`src/verilog/wel_map.svh`:
```
`ifndef WEL_MAP_SVH
`define WEL_MAP_SVH

// ****************************************
// Opcodes
// ****************************************
`define WEL_OP_SET_PERMIT 8'h06
`define WEL_OP_CLEAR_PERMIT 8'h04
`define WEL_OP_STATUS_STORE 8'h01
`define WEL_OP_WRITE_LO 8'h02
`define WEL_OP_WRITE_HI 8'h0A
`define WEL_OP_WRITE_MASK 8'hF7

// ****************************************
// Field positions and reset values
// ****************************************
`define WEL_OP_ADDR8_POS 3
`define WEL_STATUS_LATCH_POS 1
`define WEL_STATUS_RESET 8'h00
`define WEL_LATCH_RESET 1'b0
`define WEL_BYTE_BITS 8
`define WEL_IDX_OPCODE 2'h0
`define WEL_IDX_ADDR 2'h1
`define WEL_IDX_DATA 2'h2

`endif

```
`src/verilog/wel_pkg.sv`:
```
package wel_pkg;
    typedef logic [7:0] wel_byte_type;
    typedef logic [8:0] wel_addr_type;
    typedef logic [1:0] wel_index_type;
    typedef enum logic [2:0] {
        WEL_KIND_NONE = 3'b000,
        WEL_KIND_SET = 3'b001,
        WEL_KIND_CLEAR = 3'b010,
        WEL_KIND_STORE = 3'b011,
        WEL_KIND_WRITE = 3'b100
    } wel_kind_type;
endpackage
```
`src/verilog/wel_frame_if.sv`:
```
`timescale 1ns/1ns
interface wel_frame_if;
    import wel_pkg::*;
    logic byte_valid;
    wel_byte_type byte_data;
    wel_index_type byte_index;
    logic frame_end;
    modport rx (output byte_valid, output byte_data, output byte_index, output frame_end);
    modport core (input byte_valid, input byte_data, input byte_index, input frame_end);
endinterface

```
`src/verilog/wel_byte_rx.sv`:
```
`timescale 1ns/1ns
`include "wel_map.svh"
module wel_byte_rx #(
    parameter int BYTE_BITS = `WEL_BYTE_BITS
) (
    input wire logic clk,
    input wire logic reset,
    input wire logic cs_n,
    input wire logic sck,
    input wire logic si,
    wel_frame_if.rx bus
);
    import wel_pkg::*;

    generate
        if (BYTE_BITS != 8) begin : g_bad_width
            $error("wel_byte_rx serves 8-bit bytes only");
        end
    endgenerate

    // ****************************************
    // Pin synchronisers
    // ****************************************
    logic cs_n_s1_ff, cs_n_s2_ff, sck_s1_ff, sck_s2_ff, si_s1_ff, si_s2_ff;
    logic cs_n_prev_ff, sck_prev_ff;
    logic [6:0] shift_ff;
    logic [2:0] bit_cnt_ff;
    logic byte_valid_ff, frame_end_ff;
    wel_byte_type byte_data_ff;
    wel_index_type index_ff, out_index_ff;
    logic sck_rise;

    always_ff @(posedge clk or posedge reset) begin
        if (reset) begin
            cs_n_s1_ff <= 1'b1;
            cs_n_s2_ff <= 1'b1;
            sck_s1_ff <= 1'b0;
            sck_s2_ff <= 1'b0;
            si_s1_ff <= 1'b0;
            si_s2_ff <= 1'b0;
        end else begin
            cs_n_s1_ff <= cs_n;
            cs_n_s2_ff <= cs_n_s1_ff;
            sck_s1_ff <= sck;
            sck_s2_ff <= sck_s1_ff;
            si_s1_ff <= si;
            si_s2_ff <= si_s1_ff;
        end
    end

    always_ff @(posedge clk or posedge reset) begin
        if (reset) begin
            cs_n_prev_ff <= 1'b1;
            sck_prev_ff <= 1'b0;
        end else begin
            cs_n_prev_ff <= cs_n_s2_ff;
            sck_prev_ff <= sck_s2_ff;
        end
    end

    // Modes 0 and 3 both sample on the rising serial clock edge
    assign sck_rise = sck_s2_ff & ~sck_prev_ff & ~cs_n_s2_ff;

    // ****************************************
    // Byte assembly, MSB first
    // ****************************************
    always_ff @(posedge clk or posedge reset) begin
        if (reset) begin
            shift_ff <= 7'h00;
            bit_cnt_ff <= 3'h0;
        end else if (cs_n_s2_ff) begin
            bit_cnt_ff <= 3'h0;
        end else if (sck_rise) begin
            shift_ff <= {shift_ff[5:0], si_s2_ff};
            bit_cnt_ff <= bit_cnt_ff + 3'h1;
        end
    end

    always_ff @(posedge clk or posedge reset) begin
        if (reset) begin
            byte_valid_ff <= 1'b0;
            byte_data_ff <= 8'h00;
            out_index_ff <= `WEL_IDX_OPCODE;
        end else begin
            byte_valid_ff <= sck_rise && (bit_cnt_ff == 3'h7);
            if (sck_rise && (bit_cnt_ff == 3'h7)) begin
                byte_data_ff <= {shift_ff, si_s2_ff};
                out_index_ff <= index_ff;
            end
        end
    end

    // Index saturates at the data position so long bursts keep counting as data
    always_ff @(posedge clk or posedge reset) begin
        if (reset) begin
            index_ff <= `WEL_IDX_OPCODE;
        end else if (cs_n_s2_ff) begin
            index_ff <= `WEL_IDX_OPCODE;
        end else if (sck_rise && (bit_cnt_ff == 3'h7) && (index_ff != `WEL_IDX_DATA)) begin
            index_ff <= index_ff + 2'h1;
        end
    end

    always_ff @(posedge clk or posedge reset) begin
        if (reset) begin
            frame_end_ff <= 1'b0;
        end else begin
            frame_end_ff <= cs_n_s2_ff & ~cs_n_prev_ff;
        end
    end

    assign bus.byte_valid = byte_valid_ff;
    assign bus.byte_data = byte_data_ff;
    assign bus.byte_index = out_index_ff;
    assign bus.frame_end = frame_end_ff;
endmodule

```
`src/verilog/wel_latch_top.sv`:
```
`timescale 1ns/1ns
`include "wel_map.svh"
module wel_latch_top (
    input wire logic clk,
    input wire logic reset,
    input wire logic cs_n,
    input wire logic sck,
    input wire logic si,
    output logic write_enable_latch_ff,
    output wel_pkg::wel_byte_type status_byte_ff,
    output logic array_write_strobe_ff,
    output wel_pkg::wel_addr_type array_addr_ff,
    output wel_pkg::wel_byte_type array_data_ff,
    output logic write_refused_ff
);
    import wel_pkg::*;

    // ****************************************
    // Serial front end
    // ****************************************
    wel_frame_if frame ();

    wel_byte_rx #(
        .BYTE_BITS(`WEL_BYTE_BITS)
    ) u_rx (
        .clk(clk),
        .reset(reset),
        .cs_n(cs_n),
        .sck(sck),
        .si(si),
        .bus(frame)
    );

    function automatic wel_kind_type classify(input wel_byte_type op);
        if (op == `WEL_OP_SET_PERMIT) begin
            return WEL_KIND_SET;
        end else if (op == `WEL_OP_CLEAR_PERMIT) begin
            return WEL_KIND_CLEAR;
        end else if (op == `WEL_OP_STATUS_STORE) begin
            return WEL_KIND_STORE;
        end else if ((op & `WEL_OP_WRITE_MASK) == `WEL_OP_WRITE_LO) begin
            return WEL_KIND_WRITE;
        end else begin
            return WEL_KIND_NONE;
        end
    endfunction

    // ****************************************
    // Opcode capture
    // ****************************************
    wel_kind_type kind_ff;
    wel_byte_type opcode_ff;
    logic taken_ff;
    wel_addr_type addr_ff;
    logic op_byte, is_writer, nxt_latch;

    assign op_byte = frame.byte_valid && (frame.byte_index == `WEL_IDX_OPCODE);
    assign is_writer = (classify(frame.byte_data) == WEL_KIND_WRITE) ||
                       (classify(frame.byte_data) == WEL_KIND_STORE);

    always_ff @(posedge clk or posedge reset) begin
        if (reset) begin
            kind_ff <= WEL_KIND_NONE;
            opcode_ff <= 8'h00;
        end else if (frame.frame_end) begin
            kind_ff <= WEL_KIND_NONE;
            opcode_ff <= 8'h00;
        end else if (op_byte) begin
            kind_ff <= classify(frame.byte_data);
            opcode_ff <= frame.byte_data;
        end
    end

    // A write is accepted only if the latch stood set at its opcode
    always_ff @(posedge clk or posedge reset) begin
        if (reset) begin
            taken_ff <= 1'b0;
        end else if (frame.frame_end) begin
            taken_ff <= 1'b0;
        end else if (op_byte) begin
            taken_ff <= is_writer && write_enable_latch_ff;
        end
    end

    always_ff @(posedge clk or posedge reset) begin
        if (reset) begin
            write_refused_ff <= 1'b0;
        end else begin
            write_refused_ff <= op_byte && is_writer && !write_enable_latch_ff;
        end
    end

    // ****************************************
    // Array write path
    // ****************************************
    always_ff @(posedge clk or posedge reset) begin
        if (reset) begin
            addr_ff <= 9'h000;
        end else if (op_byte) begin
            addr_ff <= {frame.byte_data[`WEL_OP_ADDR8_POS], 8'h00};
        end else if (frame.byte_valid && (frame.byte_index == `WEL_IDX_ADDR)) begin
            addr_ff <= {addr_ff[8], frame.byte_data};
        end else if (array_write_strobe_ff) begin
            addr_ff <= addr_ff + 9'h001;
        end
    end

    // Address steps one cycle after the strobe; bytes are far slower than that
    always_ff @(posedge clk or posedge reset) begin
        if (reset) begin
            array_write_strobe_ff <= 1'b0;
            array_addr_ff <= 9'h000;
            array_data_ff <= 8'h00;
        end else begin
            array_write_strobe_ff <= frame.byte_valid && taken_ff &&
                                     (frame.byte_index == `WEL_IDX_DATA) &&
                                     (kind_ff == WEL_KIND_WRITE);
            if (frame.byte_valid && taken_ff && (frame.byte_index == `WEL_IDX_DATA) &&
                (kind_ff == WEL_KIND_WRITE)) begin
                array_addr_ff <= addr_ff;
                array_data_ff <= frame.byte_data;
            end
        end
    end

    // ****************************************
    // Write enable latch
    // ****************************************
    // Status store data is never routed here, but an accepted store still clears the latch at frame end
    always_comb begin
        nxt_latch = write_enable_latch_ff;
        if (frame.frame_end) begin
            if (kind_ff == WEL_KIND_SET) begin
                nxt_latch = 1'b1;
            end else if (kind_ff == WEL_KIND_CLEAR) begin
                nxt_latch = 1'b0;
            end else if (taken_ff && (opcode_ff != `WEL_OP_WRITE_HI)) begin
                nxt_latch = 1'b0;
            end
            // Opcode 0x0A falls through and keeps the latch
        end
    end

    always_ff @(posedge clk or posedge reset) begin
        if (reset) begin
            write_enable_latch_ff <= `WEL_LATCH_RESET;
        end else begin
            write_enable_latch_ff <= nxt_latch;
        end
    end

    always_ff @(posedge clk or posedge reset) begin
        if (reset) begin
            status_byte_ff <= `WEL_STATUS_RESET;
        end else begin
            status_byte_ff <= `WEL_STATUS_RESET;
            status_byte_ff[`WEL_STATUS_LATCH_POS] <= nxt_latch;
        end
    end
endmodule

```
`config.mk`:
```
export PLATFORM = sky130hd
export DESIGN_NAME = wel_latch_top
export DESIGN_NICKNAME = d
export VERILOG_FILES = /design/src/verilog/wel_pkg.sv /design/src/verilog/wel_frame_if.sv /design/src/verilog/wel_byte_rx.sv /design/src/verilog/wel_latch_top.sv
export VERILOG_INCLUDE_DIRS = /design/src /design/src/verilog
export SDC_FILE = /design/constraint.sdc
export NUM_CORES = 1
export LEC_CHECK = 0
export BUFFER_PORTS_ARGS = -buffer_cell sky130_fd_sc_hd__buf_2
export CAP_MARGIN = 5
export CORE_AREA = 4 4 88 82
export DETAILED_ROUTE_END_ITERATION = 10
export DIE_AREA = 0 0 92 86
export HOLD_SLACK_MARGIN = 0.06
export PLACE_DENSITY = 0.68
export SLEW_MARGIN = 10
export SYNTH_ARGS = -nofsm -noshare
export SYNTH_HDL_FRONTEND = slang
export SYNTH_SLANG_ARGS = --single-unit
```
`constraint.sdc`:
```
create_clock -name clk -period 4.8 [get_ports clk]
set_input_delay 0.96 -clock clk [delete_from_list [all_inputs] [get_ports clk]]
set_output_delay 0.96 -clock clk [all_outputs]
set_load 0.1 [all_outputs]
```
# After elaboration in Yosys (flattened, before gate mapping)
# Cells that the tools add are included.
dict set report totals {
  ff_bits 73
  inputBits 5
  out_inout_bits 28
  elab_cells 92
}
dict set report classes {
  n_addsub 3
  n_eq_ne 15
  n_mux 20
  bitwise_logic 6
  reduce_logical 23
}
# cell n
set op_table {}
lappend op_table {{9-bit 2-to-1 mux} 3}
lappend op_table {{3-bit 2-to-1 mux} 8}
lappend op_table {{8-bit by 3-bit == test with 1-bit output, second input constant} 2}
lappend op_table {{8-bit 2-to-1 mux} 2}
lappend op_table {{1-bit logical AND} 11}
lappend op_table {{9-bit by 1-bit adder with 9-bit output, second input constant} 1}
lappend op_table {{3-bit == test, second input constant} 3}
lappend op_table {{8-bit by 1-bit == test with 1-bit output, second input constant} 1}
lappend op_table {{8-bit by 4-bit inequality test with 1-bit output, second input constant} 1}
lappend op_table {{2-bit nonzero test} 4}
lappend op_table {{7-bit by 2-bit == test with 1-bit output, second input constant} 1}
lappend op_table {{3-bit by 2-bit == test with 1-bit output, second input constant} 2}
lappend op_table {{2-bit AND reduction} 3}
lappend op_table {{3-bit nonzero test} 2}
lappend op_table {{1-bit 2-to-1 mux} 5}
lappend op_table {{2-bit 2-to-1 mux} 2}
lappend op_table {{2-bit inequality test, second input constant} 2}
lappend op_table {{3-bit by 1-bit adder with 3-bit output, second input constant} 1}
lappend op_table {{1-bit AND} 3}
lappend op_table {{3-bit by 1-bit == test with 1-bit output, second input constant} 1}
lappend op_table {{1-bit inverter} 3}
lappend op_table {{2-bit by 1-bit adder with 2-bit output, second input constant} 1}
lappend op_table {{2-bit by 1-bit == test with 1-bit output, second input constant} 1}
lappend op_table {{2-bit == test, second input constant} 1}
lappend op_table {{other kinds (3)} 3}

# Depth between registers and ports, before layout
dict set report depth {
  depth_word 10
  mapped_depth 6
  mapped_depth_nobuf 6
}

# Hierarchy
# Synthesis repeated with hierarchy kept, for this count alone.
dict set report unflattened {
  hier_cells 252
  area_unflattened_um2 3098.0
}
# module instances cells_per_inst area_per_inst_um2 seq_area_each_um2
set by_module_without_submodules {}
lappend by_module_without_submodules {wel_latch_top 1 177 1910.6 1026.0}
lappend by_module_without_submodules {wel_byte_rx 1 75 1187.4 804.5}

# Worst setup path after synthesis
# OpenSTA, ideal clock, no wires.
dict set report synth_timing {
  kind {flip-flop to output port}
  startpoint {register status_byte_ff[1]}
  endpoint {output port status_byte_ff[1]}
  arrival_time_ps 1372
  required_ps 3840
  slack_ps 2468
  stages_incl_launch_ff 2
  path_buffers 1
  cell_sequence {dfrtp_1 buf_4}
}
# element line_no
set synth_rtl {}
lappend synth_rtl {{start, declared} wel_latch_top.sv:10} ;# output wel_pkg::wel_byte_type status_byte_ff,
lappend synth_rtl {{start signal, assigned} wel_latch_top.sv:154} ;# status_byte_ff <= `WEL_STATUS_RESET;
lappend synth_rtl {{start signal, assigned} wel_latch_top.sv:156} ;# status_byte_ff <= `WEL_STATUS_RESET;
lappend synth_rtl {{start signal, assigned by index} wel_latch_top.sv:157} ;# status_byte_ff[`WEL_STATUS_LATCH_POS] <= nxt_latch;
# No word-level cell between the ends.

# Final worst setup path
dict set report layout_timing {
  startpoint {register array_write_strobe_ff}
  endpoint {output port array_write_strobe_ff}
}
# element line_no
set layout_rtl {}
lappend layout_rtl {{start, declared} wel_latch_top.sv:11} ;# output logic array_write_strobe_ff,
lappend layout_rtl {{start signal, assigned} wel_latch_top.sv:115} ;# array_write_strobe_ff <= frame.byte_valid && taken_ff &&
# No word-level cell between the ends.

==> metrics <==
status completed; Rows 28; commonest non-fill, non-tap cell in the layout dfrtp_1; syn avg cell area ~13 µm²; Critical Path RT ~3800 ps; Core ar. about 6400 µm²; Slowest Stage Delay on Critical Path 470 ps; share of cells above drive strength 1 29.6%; Routability Congestion between 0.7 and 0.8; Worst-path clk slew about 70 ps; CTS Buf Count 9; clock power share around 40%; sw frac between 20% and 30%; hpwl dp between 3 and 4 mm; max_cap viols 0; CP arrival approximately 1300 ps; Max H-tree Level 3; endpoint class of the critical path primary output; Area Overhead vs Synth 11.6%; Sink Count 73; setup TNS 0 ps; crit path time final 2230 ps; Worst setup SP type flip-flop; most frequent cells in the layout dfrtp_1, nand2_1, a21oi_1; total internal power 0.954 mW; first-pass GRT wire length 9.27 mm; NetSw 0.288 mW; Yosys warnings 0; chip height 86 µm; critical path's slowest cell buf_2; Ports 33; antenna cells 0; Reg power frac approximately 54%; Least-Margin Pin Slew roughly 850 ps; max-slew violation count 0; Crit Path Category flip-flop to primary output; Finished Layout Cells roughly 370; post-DR vias/cell ~5.2; mapped cell area about 3100 µm²; Mapped Cells between 200 and 250; Initial Utilization 48.5%; Root Driver clkbuf_8; post-layout util 54.1%; final WL 5.32 mm; Clock Latency Late Sink around 340 ps; critical path's top delay family buffers and inverters; final period utilization ~46%; setup violators final 0; fmax about 0.45 GHz; Power Dens Cells roughly 360 nW/µm²; die area between 7000 and 8000 µm²; GRT Util Overall ~15%; critical-path cell list buf_2; DRC 0; vias in the first global route around 1800; via count around 1900; nets approximately 280; Worst slew margin a little over two fifths; Post-CTS Setup Inserts 0; DR pass1 iterations 4; register area share after synthesis 59.2%; DRT iter0 DRCs 99; deepest clock path buffer count 2; post-cts sizing count 0; Avg WL per Cell around 14 µm; Detail Route Antenna Nets 0; endpoints failing hold 0; worst min-delay path class flip-flop to flip-flop; Leak approximately 1.7 nW; Final Skew 6.96 ps; pin count of the biggest net entering global routing 43; #FFs+latches synth 73; synth unique cells 38; input/output buffers 25; critical path peak fanout 6; Buf/Inv on CP 1; # hold bufs at CTS 0; initial antenna violation count 0; Max VDD drop 229 µV; CTS tree yes; Placed Instances ~350; combinational power share 6.6%; GR Overflow Total 0; total power between 1 and 1.5 mW; setup repair after global routing missed its margin no; Die X around 92 µm
per-layer routing:
layer / vias to the layer above / part of all wire (%) / GRT usage, %
li1: 890 / - / -
met1: 945 / 48 / 21.0
met2: 47 / 45 / 21.8
met3: 12 / 4.9 / 4.47
met4: 0 / 2.1 / 6.75
met5: - / 0 / 0
registers in the layout, indices dropped and copies added, names as in the netlist, 2 cells and up:
| register | cells |
|---|---|
| addr_ff | 9 |
| u_rx.bit_cnt_ff | 3 |
| u_rx.shift_ff | 7 |
| opcode_ff | 8 |
| u_rx.bus.byte_data | 8 |
| u_rx.bus.byte_index | 2 |
| array_addr_ff | 9 |
| array_data_ff | 8 |
| u_rx.index_ff | 2 |
| kind_ff | 3 |
per-stage QoR:
| stage | cell area, µm² | setup slack [ps] | hold slack (ps) |
|---|---|---|---|
| floorplan | 3110 | 1990 | 331 |
| global placement | 3240 | 2640 | 336 |
| detailed placement | 3240 | 2620 | 338 |
| CTS | 3450 | 2560 | 351 |
| global route | 3450 | 2520 | 353 |
| finish | 3450 | 2570 | 350 |
layout make-up:
| cell class | instances | area, µm² |
|---|---|---|
| inverters | 5 | 18.8 |
| multi-input cells | 157 | 1150 |
| well taps | 90 | 113 |
| clock buffers | 14 | 173 |
| clock inverters | 2 | 35.0 |
| fillers | 583 | 2930 |
| flip-flops and latches | 73 | 1830 |
| repair buffers | 26 | 133 |
path summary, 6_finish.rpt:
kind / start / endpoint / slack [ps] / depth (start not counted)
hold / removal: u_rx.sck_s1_ff / u_rx.sck_s2_ff / 350 / 0
hold reg to reg: u_rx.sck_s1_ff / u_rx.sck_s2_ff / 350 / 0
setup / recovery: array_write_strobe_ff / array_write_strobe_ff / 2570 / 1
max in group asynchronous: reset / u_rx.cs_n_prev_ff / 3060 / 3
setup reg to reg: u_rx.bit_cnt_ff[0] / u_rx.index_ff[1] / 2820 / 6
min in group asynchronous: reset / array_data_ff[7] / 790 / 2
worst reg2reg max path, cell delays in order (launching register included):
cell	delay, ps
dfrtp_1	370
ha_1	150
ha_1	140
nand4bb_1	530
nor2_1	420
nor2_1	70
a211oi_1	210
cells by family (layout without fill, tap and decap cells):
| kind of cell | Yosys count | in the layout | share of synthesized area (%) |
|---|---|---|---|
| compound gates | 35 | 35 | 6.39 |
| xor+xnor | 10 | 10 | 2.83 |
| fa+ha+maj | 4 | 4 | 1.62 |
| buf+inv | 23 | 47 | 4.37 |
| flops | 73 | 73 | 59.2 |
| mux | 36 | 36 | 14.1 |
| other cells | 1 | 7 | 0.121 |
| simple gates | 65 | 65 | 11.4 |
cells in the mapped netlist:
master     count  share of area (%)
nand4bb_1      1               0.36
buf_6          2               0.73
buf_4          8                1.9
or4_1          1               0.24
buf_2          3               0.49
a211oi_1       2               0.49
dfrtp_1       70                 57
nor4_1         1               0.20
nand2_1       26                3.2
nor4b_1        3               0.85
a21oi_1       26                4.2
a22o_1         2               0.57
nand3_1        3               0.49
nor2b_1        4               0.81
mux2_4         9                4.4
nor3_1         2               0.32
o32ai_1        1               0.28
dfstp_2        3                2.5
nand2b_4       1               0.45
o21ai_0        2               0.32
mux2i_1        3               0.97
conb_1         1               0.12
mux2_2        24                8.7
nand4_1        2               0.40
clkbuf_1       5               0.61
o21bai_1       1               0.24
nand4_4        1               0.69
nor2_1        13                1.6
xnor2_1        6                1.7
or2_2          2               0.40
inv_1          5               0.61
a221oi_1       1               0.28
and4_1         1               0.28
nor3_4         1               0.53
and3_1         1               0.20
xor2_1         4                1.1
nand2b_1       2               0.40
ha_1           4                1.6
power groups by stage:
stage,combinational (mW),sequential (mW),clock (mW)
after floorplan,0.0750,0.677,0
after global placement,0.0826,0.678,0
after detailed placement,0.0841,0.679,0
after CTS,0.0841,0.667,0.507
after global routing,0.0893,0.671,0.536
final,0.0824,0.667,0.493
Note: power is estimated with default switching activity, not from simulation.
